**src/ext_irq_regs.svh**
```systemverilog
// register offsets, field positions and reset values of the external pin interrupt unit
`ifndef EXT_IRQ_REGS_SVH
`define EXT_IRQ_REGS_SVH
`define EXT_IRQ_IO_SHIFT      8'h20
`define EXT_IRQ_EXT_IO_BASE   8'h60
`define EXT_IRQ_FLAGS_OFS     8'h3C
`define EXT_IRQ_ENABLES_OFS   8'h3D
`define EXT_IRQ_SENSE_OFS     8'h69
`define EXT_IRQ_FLAGS_RST     8'h00
`define EXT_IRQ_ENABLES_RST   8'h00
`define EXT_IRQ_SENSE_RST     8'h00
`define EXT_IRQ_SENSE_PIN0_LSB 0
`define EXT_IRQ_SENSE_PIN1_LSB 2
`define EXT_IRQ_SENSE_PIN2_LSB 4
`define EXT_IRQ_SENSE_USED    6
`define EXT_IRQ_PIN_COUNT     3
`endif

```
**src/ext_irq_pkg.sv**
```systemverilog
// types shared by the external pin interrupt unit
package ext_irq_pkg;
  typedef enum logic [1:0] {
    SENSE_LOW     = 2'b00,
    SENSE_CHANGE  = 2'b01,
    SENSE_FALLING = 2'b10,
    SENSE_RISING  = 2'b11
  } sense_mode_t;
endpackage

```
**src/pin_sense_detect.sv**
```systemverilog
// per-pin sampling and trigger detection for one external interrupt pin
`timescale 1ns/1ps
module pin_sense_detect
(
  // clock and reset
  input  wire logic                      clk_sys,
  input  wire logic                      sys_rst,
  // pin and mode
  input  wire logic                      pin_in,
  input  wire ext_irq_pkg::sense_mode_t  mode,
  // results
  output logic                           edge_event,
  output logic                           level_low
);
  logic sample_reg;
  logic prev_reg;

  // two sample stages; edges compare successive samples, never the raw pin
  always_ff @(posedge clk_sys)
  begin
    if (sys_rst)
    begin
      sample_reg <= 1'b1;
      prev_reg   <= 1'b1;
    end
    else
    begin
      sample_reg <= pin_in;
      prev_reg   <= sample_reg;
    end
  end

  // a pulse held over one clock edge is always caught
  always_comb
  begin
    case (mode)
      ext_irq_pkg::SENSE_CHANGE:  edge_event = sample_reg ^ prev_reg;
      ext_irq_pkg::SENSE_FALLING: edge_event = prev_reg & ~sample_reg;
      ext_irq_pkg::SENSE_RISING:  edge_event = ~prev_reg & sample_reg;
      default:                    edge_event = 1'b0;
    endcase
  end

  // raw level path: taken straight from the pin, but the request it feeds is registered and still needs a clock edge
  assign level_low = (mode == ext_irq_pkg::SENSE_LOW) & ~pin_in;
endmodule

```
**src/ext_irq_bus_decode.sv**
```systemverilog
// address decode for the data-space and short i/o register windows
`timescale 1ns/1ps
`include "ext_irq_regs.svh"
module ext_irq_bus_decode
(
  // access
  input  wire logic [7:0] addr,
  input  wire logic       io_space,
  // selects
  output logic            sel_flags,
  output logic            sel_enables,
  output logic            sel_sense
);
  logic [7:0] data_addr;

  // short i/o addresses sit 0x20 below the data-space ones
  assign data_addr = io_space ? 8'(addr + `EXT_IRQ_IO_SHIFT) : addr;

  always_comb
  begin
    sel_flags   = 1'b0;
    sel_enables = 1'b0;
    sel_sense   = 1'b0;
    // short i/o opcodes only reach 0x00-0x3f, never the extended area
    if (io_space && addr >= 8'h40)
      sel_flags = 1'b0;
    else if (data_addr == `EXT_IRQ_FLAGS_OFS)
      sel_flags = 1'b1;
    else if (data_addr == `EXT_IRQ_ENABLES_OFS)
      sel_enables = 1'b1;
    else if (!io_space && data_addr == `EXT_IRQ_SENSE_OFS)
      sel_sense = 1'b1;
  end
endmodule

```
**src/external_pin_interrupt_unit.sv**
```systemverilog
// external pin interrupt unit: sense select, enables, flags and requests
`timescale 1ns/1ps
`include "ext_irq_regs.svh"
module external_pin_interrupt_unit
#(
  parameter int PINS = `EXT_IRQ_PIN_COUNT
)
(
  // clock and reset
  input  wire logic            clk_sys,
  input  wire logic            sys_rst,
  // external pins, read whatever their port direction
  input  wire logic [PINS-1:0] ext_irq_pin,
  // processor register access
  input  wire logic [7:0]      reg_addr,
  input  wire logic            reg_io_space,
  input  wire logic            reg_wr,
  input  wire logic            reg_rd,
  input  wire logic [7:0]      reg_wdata,
  output logic [7:0]           reg_rdata,
  // processor interrupt side
  input  wire logic            global_irq_enable,
  input  wire logic [PINS-1:0] vector_entry,
  output logic [PINS-1:0]      irq_request
);
  logic [5:0]      sense_reg;
  logic [PINS-1:0] enables_reg;
  logic [PINS-1:0] flags_reg;
  logic [PINS-1:0] flags_next;
  logic [PINS-1:0] edge_event;
  logic [PINS-1:0] level_low;
  logic [PINS-1:0] level_mode;
  logic [PINS-1:0] request_next;
  logic            sel_flags;
  logic            sel_enables;
  logic            sel_sense;

  // address decode
  ext_irq_bus_decode u_decode
  (
    .addr        (reg_addr),
    .io_space    (reg_io_space),
    .sel_flags   (sel_flags),
    .sel_enables (sel_enables),
    .sel_sense   (sel_sense)
  );

  // one detector per pin, each with its own two-bit sense field
  genvar gi;
  generate
    for (gi = 0; gi < PINS; gi++)
    begin : g_pin
      ext_irq_pkg::sense_mode_t pin_mode;
      assign pin_mode = ext_irq_pkg::sense_mode_t'(sense_reg[2*gi +: 2]);
      assign level_mode[gi] = (pin_mode == ext_irq_pkg::SENSE_LOW);
      pin_sense_detect u_det
      (
        .clk_sys    (clk_sys),
        .sys_rst    (sys_rst),
        .pin_in     (ext_irq_pin[gi]),
        .mode       (pin_mode),
        .edge_event (edge_event[gi]),
        .level_low  (level_low[gi])
      );
    end
  endgenerate

  // sense select register; bits 7:6 are not stored
  always_ff @(posedge clk_sys)
  begin
    if (sys_rst)
      sense_reg <= 6'(`EXT_IRQ_SENSE_RST);
    else if (reg_wr && sel_sense)
      sense_reg <= reg_wdata[5:0];
  end

  // enable register
  always_ff @(posedge clk_sys)
  begin
    if (sys_rst)
      enables_reg <= PINS'(`EXT_IRQ_ENABLES_RST);
    else if (reg_wr && sel_enables)
      enables_reg <= reg_wdata[PINS-1:0];
  end

  // flag next value: a new edge beats a clear in the same cycle
  always_comb
  begin
    flags_next = flags_reg;
    if (reg_wr && sel_flags)
      flags_next = flags_next & ~reg_wdata[PINS-1:0];
    flags_next = flags_next & ~vector_entry;
    flags_next = flags_next | edge_event;
    flags_next = flags_next & ~level_mode;
  end

  always_ff @(posedge clk_sys)
  begin
    if (sys_rst)
      flags_reg <= PINS'(`EXT_IRQ_FLAGS_RST);
    else
      flags_reg <= flags_next;
  end

  // requests, gated by pin enable and global enable; level follows the pin
  assign request_next = (flags_reg | level_low) & enables_reg
                        & {PINS{global_irq_enable}};

  always_ff @(posedge clk_sys)
  begin
    if (sys_rst)
      irq_request <= '0;
    else
      irq_request <= request_next;
  end

  // registered read data, one cycle after the read strobe
  always_ff @(posedge clk_sys)
  begin
    if (sys_rst)
      reg_rdata <= 8'h00;
    else if (reg_rd && sel_sense)
      reg_rdata <= {2'b00, sense_reg};
    else if (reg_rd && sel_enables)
      reg_rdata <= 8'(enables_reg);
    else if (reg_rd && sel_flags)
      reg_rdata <= 8'(flags_reg);
    else
      reg_rdata <= 8'h00;
  end

  // checks
  a_flag_on_edge: assert property (@(posedge clk_sys) disable iff (sys_rst)
    (edge_event[0] && !level_mode[0]) |=> flags_reg[0])
    else $error("edge did not set flag 0");
  a_level_flag_clear: assert property (@(posedge clk_sys) disable iff (sys_rst)
    $past(level_mode[1]) |-> !flags_reg[1])
    else $error("flag 1 set in level mode");
  a_w1c_clear: assert property (@(posedge clk_sys) disable iff (sys_rst)
    (reg_wr && sel_flags && reg_wdata[2] && !edge_event[2]) |=> !flags_reg[2])
    else $error("write one did not clear flag 2");
  a_w0_keep: assert property (@(posedge clk_sys) disable iff (sys_rst)
    (reg_wr && sel_flags && !reg_wdata[0] && flags_reg[0] && !vector_entry[0]
     && !level_mode[0]) |=> flags_reg[0])
    else $error("write zero changed flag 0");
  a_vector_clear: assert property (@(posedge clk_sys) disable iff (sys_rst)
    (vector_entry[1] && !edge_event[1]) |=> !flags_reg[1])
    else $error("vector entry did not clear flag 1");
  a_global_gate: assert property (@(posedge clk_sys) disable iff (sys_rst)
    !global_irq_enable |=> irq_request == '0)
    else $error("request without global enable");
  a_level_request: assert property (@(posedge clk_sys) disable iff (sys_rst)
    (level_mode[0] && !ext_irq_pin[0] && enables_reg[0] && global_irq_enable)
    |=> irq_request[0])
    else $error("low level did not request");
  a_request_cause: assert property (@(posedge clk_sys) disable iff (sys_rst)
    irq_request[2] |-> $past(enables_reg[2]) && $past(flags_reg[2] | level_low[2]))
    else $error("request 2 without cause");
  a_sense_io_blocked: assert property (@(posedge clk_sys) disable iff (sys_rst)
    (reg_wr && reg_io_space) |=> $stable(sense_reg))
    else $error("sense register written via short i/o");
  a_change_detect: assert property (@(posedge clk_sys) disable iff (sys_rst)
    (level_mode == '0 && sense_reg[1:0] == 2'b01 && ext_irq_pin[0] != $past(ext_irq_pin[0]))
    |-> ##2 flags_reg[0] || $past(vector_entry[0]) || $past(reg_wr))
    else $error("change on pin 0 not flagged");

  // the same flag checks on the other pins; each pin has its own flops,
  // so a copy-paste slip in one lane would not show on another
  a_flag_on_edge1: assert property (@(posedge clk_sys) disable iff (sys_rst)
    (edge_event[1] && !level_mode[1]) |=> flags_reg[1])
    else $error("edge did not set flag 1");

  a_flag_on_edge2: assert property (@(posedge clk_sys) disable iff (sys_rst)
    (edge_event[2] && !level_mode[2]) |=> flags_reg[2])
    else $error("edge did not set flag 2");

  a_level_flag_clear0: assert property (@(posedge clk_sys) disable iff (sys_rst)
    $past(level_mode[0]) |-> !flags_reg[0])
    else $error("flag 0 set in level mode");

  a_level_flag_clear2: assert property (@(posedge clk_sys) disable iff (sys_rst)
    $past(level_mode[2]) |-> !flags_reg[2])
    else $error("flag 2 set in level mode");

  // software clears: a one clears, a zero keeps, unless an edge lands too
  a_w1c_clear0: assert property (@(posedge clk_sys) disable iff (sys_rst)
    (reg_wr && sel_flags && reg_wdata[0] && !edge_event[0]) |=> !flags_reg[0])
    else $error("write one did not clear flag 0");

  a_w1c_clear1: assert property (@(posedge clk_sys) disable iff (sys_rst)
    (reg_wr && sel_flags && reg_wdata[1] && !edge_event[1]) |=> !flags_reg[1])
    else $error("write one did not clear flag 1");

  a_w0_keep1: assert property (@(posedge clk_sys) disable iff (sys_rst)
    (reg_wr && sel_flags && !reg_wdata[1] && flags_reg[1] && !vector_entry[1]
     && !level_mode[1]) |=> flags_reg[1])
    else $error("write zero changed flag 1");

  a_w0_keep2: assert property (@(posedge clk_sys) disable iff (sys_rst)
    (reg_wr && sel_flags && !reg_wdata[2] && flags_reg[2] && !vector_entry[2]
     && !level_mode[2]) |=> flags_reg[2])
    else $error("write zero changed flag 2");

  // vector entry clears the flag of its own pin only
  a_vector_clear0: assert property (@(posedge clk_sys) disable iff (sys_rst)
    (vector_entry[0] && !edge_event[0]) |=> !flags_reg[0])
    else $error("vector entry did not clear flag 0");

  a_vector_clear2: assert property (@(posedge clk_sys) disable iff (sys_rst)
    (vector_entry[2] && !edge_event[2]) |=> !flags_reg[2])
    else $error("vector entry did not clear flag 2");

  // level requests follow the raw pin, one flop late
  a_level_request1: assert property (@(posedge clk_sys) disable iff (sys_rst)
    (level_mode[1] && !ext_irq_pin[1] && enables_reg[1] && global_irq_enable)
    |=> irq_request[1])
    else $error("low level did not request on pin 1");

  a_level_request2: assert property (@(posedge clk_sys) disable iff (sys_rst)
    (level_mode[2] && !ext_irq_pin[2] && enables_reg[2] && global_irq_enable)
    |=> irq_request[2])
    else $error("low level did not request on pin 2");

  a_request_cause0: assert property (@(posedge clk_sys) disable iff (sys_rst)
    irq_request[0] |-> $past(enables_reg[0]) && $past(flags_reg[0] | level_low[0]))
    else $error("request 0 without cause");

  a_request_cause1: assert property (@(posedge clk_sys) disable iff (sys_rst)
    irq_request[1] |-> $past(enables_reg[1]) && $past(flags_reg[1] | level_low[1]))
    else $error("request 1 without cause");

  // a cleared enable bit silences its pin whatever the flag holds
  a_enable_gate0: assert property (@(posedge clk_sys) disable iff (sys_rst)
    !enables_reg[0] |=> !irq_request[0])
    else $error("request 0 while disabled");

  a_enable_gate1: assert property (@(posedge clk_sys) disable iff (sys_rst)
    !enables_reg[1] |=> !irq_request[1])
    else $error("request 1 while disabled");

  a_enable_gate2: assert property (@(posedge clk_sys) disable iff (sys_rst)
    !enables_reg[2] |=> !irq_request[2])
    else $error("request 2 while disabled");

  // a pending, enabled flag must reach the processor on the next edge
  a_edge_request0: assert property (@(posedge clk_sys) disable iff (sys_rst)
    (flags_reg[0] && enables_reg[0] && global_irq_enable) |=> irq_request[0])
    else $error("flag 0 did not request");

  a_edge_request1: assert property (@(posedge clk_sys) disable iff (sys_rst)
    (flags_reg[1] && enables_reg[1] && global_irq_enable) |=> irq_request[1])
    else $error("flag 1 did not request");

  a_edge_request2: assert property (@(posedge clk_sys) disable iff (sys_rst)
    (flags_reg[2] && enables_reg[2] && global_irq_enable) |=> irq_request[2])
    else $error("flag 2 did not request");

  // no request survives once both its causes are gone
  a_request_drop0: assert property (@(posedge clk_sys) disable iff (sys_rst)
    (!flags_reg[0] && !level_low[0]) |=> !irq_request[0])
    else $error("request 0 without flag or level");

  a_request_drop1: assert property (@(posedge clk_sys) disable iff (sys_rst)
    (!flags_reg[1] && !level_low[1]) |=> !irq_request[1])
    else $error("request 1 without flag or level");

  a_request_drop2: assert property (@(posedge clk_sys) disable iff (sys_rst)
    (!flags_reg[2] && !level_low[2]) |=> !irq_request[2])
    else $error("request 2 without flag or level");

  // edge direction: the detector sees the pin two and one samples back
  a_falling_only: assert property (@(posedge clk_sys) disable iff (sys_rst)
    (sense_reg[1:0] == 2'b10 && edge_event[0])
    |-> $past(ext_irq_pin[0], 2) && !$past(ext_irq_pin[0]))
    else $error("falling mode fired without a falling edge");

  a_rising_only: assert property (@(posedge clk_sys) disable iff (sys_rst)
    (sense_reg[1:0] == 2'b11 && edge_event[0])
    |-> !$past(ext_irq_pin[0], 2) && $past(ext_irq_pin[0]))
    else $error("rising mode fired without a rising edge");

  // read data: unused bits stay zero, unmapped addresses give zero
  a_sense_rd_upper: assert property (@(posedge clk_sys) disable iff (sys_rst)
    (reg_rd && sel_sense) |=> reg_rdata[7:6] == 2'b00)
    else $error("sense read shows unused bits");

  a_enable_rd_upper: assert property (@(posedge clk_sys) disable iff (sys_rst)
    (reg_rd && sel_enables) |=> reg_rdata[7:PINS] == '0)
    else $error("enable read shows unused bits");

  a_flag_rd_upper: assert property (@(posedge clk_sys) disable iff (sys_rst)
    (reg_rd && sel_flags) |=> reg_rdata[7:PINS] == '0)
    else $error("flag read shows unused bits");

  a_unmapped_read: assert property (@(posedge clk_sys) disable iff (sys_rst)
    (reg_rd && !sel_flags && !sel_enables && !sel_sense) |=> reg_rdata == 8'h00)
    else $error("unmapped read not zero");

  // decode: the short window reaches flags and enables, never sense
  a_io_flag_sel: assert property (@(posedge clk_sys) disable iff (sys_rst)
    (reg_io_space && reg_addr == 8'h1C) |-> sel_flags)
    else $error("short flag address not decoded");

  a_io_enable_sel: assert property (@(posedge clk_sys) disable iff (sys_rst)
    (reg_io_space && reg_addr == 8'h1D) |-> sel_enables)
    else $error("short enable address not decoded");

  a_io_sense_never: assert property (@(posedge clk_sys) disable iff (sys_rst)
    reg_io_space |-> !sel_sense)
    else $error("sense selected by short access");

  a_data_sense_sel: assert property (@(posedge clk_sys) disable iff (sys_rst)
    (!reg_io_space && reg_addr == 8'h69) |-> sel_sense)
    else $error("sense data address not decoded");

  // writes land in the next cycle with the written bits only
  a_enable_write: assert property (@(posedge clk_sys) disable iff (sys_rst)
    (reg_wr && sel_enables) |=> enables_reg == $past(reg_wdata[PINS-1:0]))
    else $error("enable write lost");

  a_sense_write: assert property (@(posedge clk_sys) disable iff (sys_rst)
    (reg_wr && sel_sense) |=> sense_reg == $past(reg_wdata[5:0]))
    else $error("sense write lost");
endmodule

```
**config.mk**
```make
export PLATFORM = sky130hd
export DESIGN_NAME = external_pin_interrupt_unit
export DESIGN_NICKNAME = d
export VERILOG_FILES = /design/src/ext_irq_pkg.sv /design/src/pin_sense_detect.sv /design/src/ext_irq_bus_decode.sv /design/src/external_pin_interrupt_unit.sv
export VERILOG_INCLUDE_DIRS = /design/src
export SDC_FILE = /design/constraint.sdc
export NUM_CORES = 1
export LEC_CHECK = 0
export BUFFER_PORTS_ARGS = -buffer_cell sky130_fd_sc_hd__buf_2
export CAP_MARGIN = 20
export CORE_MARGIN = 4
export CORE_UTILIZATION = 40
export CTS_CLUSTER_DIAMETER = 100
export DETAILED_ROUTE_END_ITERATION = 8
export HOLD_SLACK_MARGIN = 0.12
export PLACE_DENSITY = 0.7
export SYNTH_ARGS = -nofsm -noshare
export SYNTH_HDL_FRONTEND = slang
export SYNTH_SLANG_ARGS = --single-unit
export TNS_END_PERCENT = 100
```
**constraint.sdc**
```tcl
create_clock -name clk_sys -period 6.5 [get_ports clk_sys]
set_clock_uncertainty 0.05 [all_clocks]
set_input_delay 1.625 -clock clk_sys [delete_from_list [all_inputs] [get_ports clk_sys]]
set_output_delay 1.625 -clock clk_sys [all_outputs]
set_load 0.01 [all_outputs]
```
[After elaboration in Yosys (flattened, before gate mapping)]
Cells that the tools add are included.
Word-level totals
  register bits after elaboration: 29
  bits of input ports: 28
  word-level logic and storage cells: 87
Cells by class
  add/sub/neg operators: 1
  magnitude comparators: 1
  eq/ne operators: 12
  multiplexer cells: 17
  bitwise operators: 31
  reduce and logical (&&, ||, !) cells: 13
Operator list (count)
  equality test 8 x 6 -> 1 bit, second input constant: 2
  bitwise AND 3 bit: 5
  equality test 2 bit, second input constant: 6
  bitwise AND 1 bit: 9
  2-to-1 mux 1 bit: 9
  2-to-1 mux 3 bit: 3
  NOT 1 bit: 9
  NOT 3 bit: 3
  one-hot mux 1 bit (3 select lines): 3
  adder 8 x 6 -> 8 bit, second input constant: 1
  equality test 8 x 7 -> 1 bit, second input constant: 1
  >= comparator 8 x 7 -> 1 bit, second input constant: 1
  logical AND 1 bit: 8
  2-to-1 mux 8 bit: 1
  equality test 2 x 1 -> 1 bit, second input constant: 3
  logical NOT 2 bit: 3
  2-to-1 mux 6 bit: 1
  OR 3 bit: 2
  OR reduction 3 bit: 1
  bitwise XOR 1 bit: 3
  logical NOT 1 bit: 1

[Depth between registers and ports, before layout]
  depth in word-level cells: 10
  mapped depth: 6

[Cells and area by module]
From an unflattened synthesis, not the netlist that was laid out.
Unflattened totals
  cell total of the unflattened synthesis: 147
  area total of the unflattened synthesis: 1423.9 um^2
By module, submodules not included
  external_pin_interrupt_unit: instances 1, cells an instance 96, area an instance 965.9 um^2, seq. area each 420.4 um^2
  pin_sense_detect: instances 3, cells an instance 12, area an instance 116.4 um^2, seq. area each 40.0 um^2
  ext_irq_bus_decode: instances 1, cells an instance 15, area an instance 108.9 um^2, seq. area each 0.0 um^2

[Worst setup path after synthesis]
No wires, ideal clock.
  kind: input to register
  from: input port reg_addr[1]
  to: register sense_reg[0]
  setup time: 0.132 ns
  arrival: 3.040 ns
  required time: 6.318 ns
  path slack: 3.278 ns
  cell stages on the path: 4
  path buffers: 0
  cell sequence: or4b_4 or4_2 o21ai_0 a21oi_1
Between the ends
  longest elaborated chain between the ends: 9
Ends and longest elaborated chain
  start: declaration: RTL line external_pin_interrupt_unit.sv:15  | input wire logic [7:0] reg_addr,
  adder 8 x 6 -> 8 bit (no line)
  2-to-1 mux 8 bit: RTL line ext_irq_bus_decode.sv:17  | assign data_addr = io_space ? 8'(addr + `EXT_IRQ_IO_SHIFT) : addr;
  equality test 8 x 7 -> 1 bit (no line)
  logical AND 1 bit (no line)
  2-to-1 mux 1 bit: RTL line ext_irq_bus_decode.sv:31  | else if (!io_space && data_addr == `EXT_IRQ_SENSE_OFS)
  2-to-1 mux 1 bit: RTL line ext_irq_bus_decode.sv:29  | else if (data_addr == `EXT_IRQ_ENABLES_OFS)
  2-to-1 mux 1 bit: RTL line ext_irq_bus_decode.sv:27  | else if (data_addr == `EXT_IRQ_FLAGS_OFS)
  2-to-1 mux 1 bit (*): RTL line ext_irq_bus_decode.sv:25  | if (io_space && addr >= 8'h40)
  logical AND 1 bit (*): RTL line external_pin_interrupt_unit.sv:73  | else if (reg_wr && sel_sense)
  end signal: assignment: RTL line external_pin_interrupt_unit.sv:72  | sense_reg <= 6'(`EXT_IRQ_SENSE_RST);
  end signal: assignment: RTL line external_pin_interrupt_unit.sv:74  | sense_reg <= reg_wdata[5:0];
  end: declaration: RTL line external_pin_interrupt_unit.sv:26  | logic [5:0] sense_reg;
Mark *: on every way between the ends. The rest lies on a longest branch, timed or not.
A chain may end at the register's enable or synchronous reset.

[Final worst setup path]
  from: input port reg_addr[1]
  to: register sense_reg[3]
Same word-level chain as after synthesis.

==> results.py <==
metrics = {
    "run_status": {
        "status": "completed",
    },
    "timing": {
        "setup-violations-final": 0,
        "rsz0062_at_grt": "no",
        "drv_slew": 0,
        "slew_headroom_pct": 32.93,
        "fin_crit_sh_pct": 49.84,
        "min_period_ns": 3.240,
        "setup_ws_ns": 3.260,
        "finalHoldViolCount": 0,
        "fmax_mhz": 308.7,
        "finalSetupTns_ns": 0,
        "worst_pin_slew_ns": 0.9969,
    },
    "routing": {
        "wl_um": 2907,
        "dr.pass1.iters": 4,
        "vias_per_cell": 5.100,
        "first_iter_violations": 59,
        "ant_nets": 0,
        "wl_per_cell_um": 12.69,
        "drc": 0,
        "vias": 1168,
    },
    "die": {
        "dieArea_mm2": 0.004461,
        "die_w_um": 66.79,
        "rows": 21,
        "core_mm2": 0.003337,
        "die_h_um": 66.79,
        "initial_core_util_pct": 41.43,
        "io_pins": 39,
    },
    "clock_network": {
        "clock_latency_ns": 0.33,
        "cts_buffers": 3,
        "cts_setup_buffers": 0,
        "cts-root-buf": "clkbuf_4",
        "cts_tree": "built",
        "cts-resized-gates": 0,
        "htree_levels": 1,
        "hold_buffers": 0,
        "ctsLongestPathBuffers": 2,
        "path_clk_slew_ns": 0.15,
        "clock-sinks": 27,
    },
    "logic_synthesis": {
        "postSynthAreaPerCell_um2": 9.156,
        "synth_area_leader_cell": "dfxtp_1",
        "synth_mux_area_share_pct": 3.710,
        "synth_top_area_share_pct": 39.10,
        "ys_async_sr_fraction_pct": 0,
        "ys_seq_area_share_pct": 39.10,
        "synth_edf_count": 0,
        "synth_compound_area_share_pct": 19.55,
        "synth.area.top_cells": "dfxtp_1, ha_1, o21ai_0",
        "synthAdderAreaFrac_pct": 6.335,
        "yosysWarnings": 0,
        "yosys_most_used_dff": "dfxtp_1",
        "synth-xor-area-share_pct": 0,
        "synthCells": 151,
        "netlist_area_mm2": 0.001383,
        "ys_ff_latch": 27,
        "yosys.area_share.simple_pct": 24.34,
        "synth_top_family_by_area": "simple AND/OR/NAND/NOR gates",
        "yosysUniqueCellTypes": 36,
    },
    "min_path": {
        "hold_depth": 1,
        "hp-start": "enables_reg[2]",
        "whs_endpoint": "irq_request[2]",
        "worstHoldPathType": "reg2reg",
    },
    "worst_setup_path": {
        "end_kind": "flop",
        "crit_path_cell_trace": "buf_2 > or4b_4 > nor4_1 > nand3_1 > a21oi_1",
        "rr_endpoint": "flags_reg[2]",
        "slowest_stage": "nor4_1",
        "reg2reg_slack_ns": 5.22,
        "critPathLaunchType": "input pin",
        "crit_required_ns": 6.72,
        "worst-r2r-cell-count": 6,
        "critPathMaxFanout": 6,
        "worstReg2RegStart": "g_pin[2].u_det.sample_reg",
        "cp.arrival_ns": 3.46,
        "path_class": "in2reg",
        "cpPeakStageDelay_ns": 0.83,
    },
    "place": {
        "dp_hpwl_um": 2209,
        "dpl_cell_area_mm2": 0.001551,
        "finalWeightedCongestion": 0.8052,
        "pre_cts_ws_ns": 2.934,
        "post-place-cells": 225,
        "port_buffers": 34,
    },
    "job": {
        "maxCapViolations": 0,
    },
    "cells_and_area": {
        "final_common_cell": "buf_2",
        "final_cell_mix": "buf_2, dfxtp_1, o21ai_0",
        "layoutNonFillerInstCount": 229,
        "fin_area_mm2": 0.001582,
        "nets": 219,
        "fin_util_pct": 47.39,
        "drive_gt1_share_pct": 27.87,
        "n_fill_cell": 355,
        "area_growth_pct": 14.39,
        "diodes": 0,
    },
    "global_routing": {
        "grt_pass1_wl_um": 4623,
        "grt_usage_pct": 13.77,
        "grt_pass1_vias": 1035,
        "antenna_found_initial": 0,
        "grt_overflow": 0,
        "grt_max_degree": 22,
    },
    "power": {
        "ir_drop_mv": 0.06575,
        "power_density_mw_per_mm2": 172.8,
        "leakagePower_nw": 0.7109,
    },
}
[kinds of logic after synthesis]
group	count (synthesis)
and+or+nand+nor	57
AOI/OAI and AO/OA	39
DFF	27
buffers and inverters	15
adders and majority gates	7
muxes	5
other	1
[synthesized netlist by cell type (all sizes together) (2+ instances only)]
| cell type | instances |
|---|---|
| mux2i | 4 |
| or2 | 7 |
| nor3b | 2 |
| nor3 | 5 |
| ha | 7 |
| o21a | 3 |
| dfxtp | 27 |
| nand3 | 8 |
| inv | 8 |
| clkbuf | 4 |
| o211a | 4 |
| a21oi | 11 |
| buf | 2 |
| nand2 | 5 |
| o2bb2ai | 3 |
| and2 | 3 |
| nand2b | 7 |
| nand4 | 3 |
| o21ai | 13 |
| a41oi | 3 |
| nor2 | 7 |
[worst max-delay path by stage]
stage / startpoint / to / slack, ns / depth (start not counted)
finish: reg_addr[1] / sense_reg[3] / 3.26 / 5
global route: reg_addr[1] / sense_reg[3] / 3.13 / 5
CTS: reg_addr[1] / sense_reg[3] / 3.26 / 5
detailed placement: reg_addr[1] / sense_reg[3] / 2.93 / 5
global placement: reg_addr[1] / sense_reg[1] / 2.94 / 5
floorplan: reg_addr[1] / sense_reg[0] / 3.28 / 4
[worst max-delay path, delay by kind of cell]
kind / cells / cell delay [ns]
AO/OA/AOI/OAI: 1 / 0.21
AND/OR/NAND/NOR: 3 / 1.53
buffers and inverters: 1 / 0.10
[per-stage QoR]
step | hold slack [ns] | total power [mW]
final | 0.4308 | 0.2733
after floorplan | 0.3891 | 0.1906
after global placement | 0.4101 | 0.2005
after global routing | 0.4314 | 0.2853
after CTS | 0.4263 | 0.2758
after detailed placement | 0.4094 | 0.2006
[final cells by class]
type	instances	area, um^2	share of cell area, %
clock buffers	3	22.52	1.424
multi-input cells	110	753.2	47.63
well taps	46	57.56	3.639
repair buffers	34	170.2	10.76
clock inverters	1	7.507	0.4747
inverters	8	30.03	1.899
flip-flops and latches	27	540.5	34.18
[report_power, final]
group          internal (mW)  switching [mW]  leakage (nW)  total, mW
registers              0.167         0.00110         0.219      0.168
clock network         0.0236          0.0526        0.0139     0.0762
logic                 0.0124          0.0162         0.478     0.0287
total                  0.203          0.0700         0.711      0.273
[routing by layer]
metal,up-vias,part of all wire (%),global-route usage [%]
met1,517,42,16.86
met2,40,50,23.02
met4,0,1.2,4.822
li1,605,-,-
met3,6,7.0,3.710
met5,-,0,0
(Power assumes the default switching activity.)
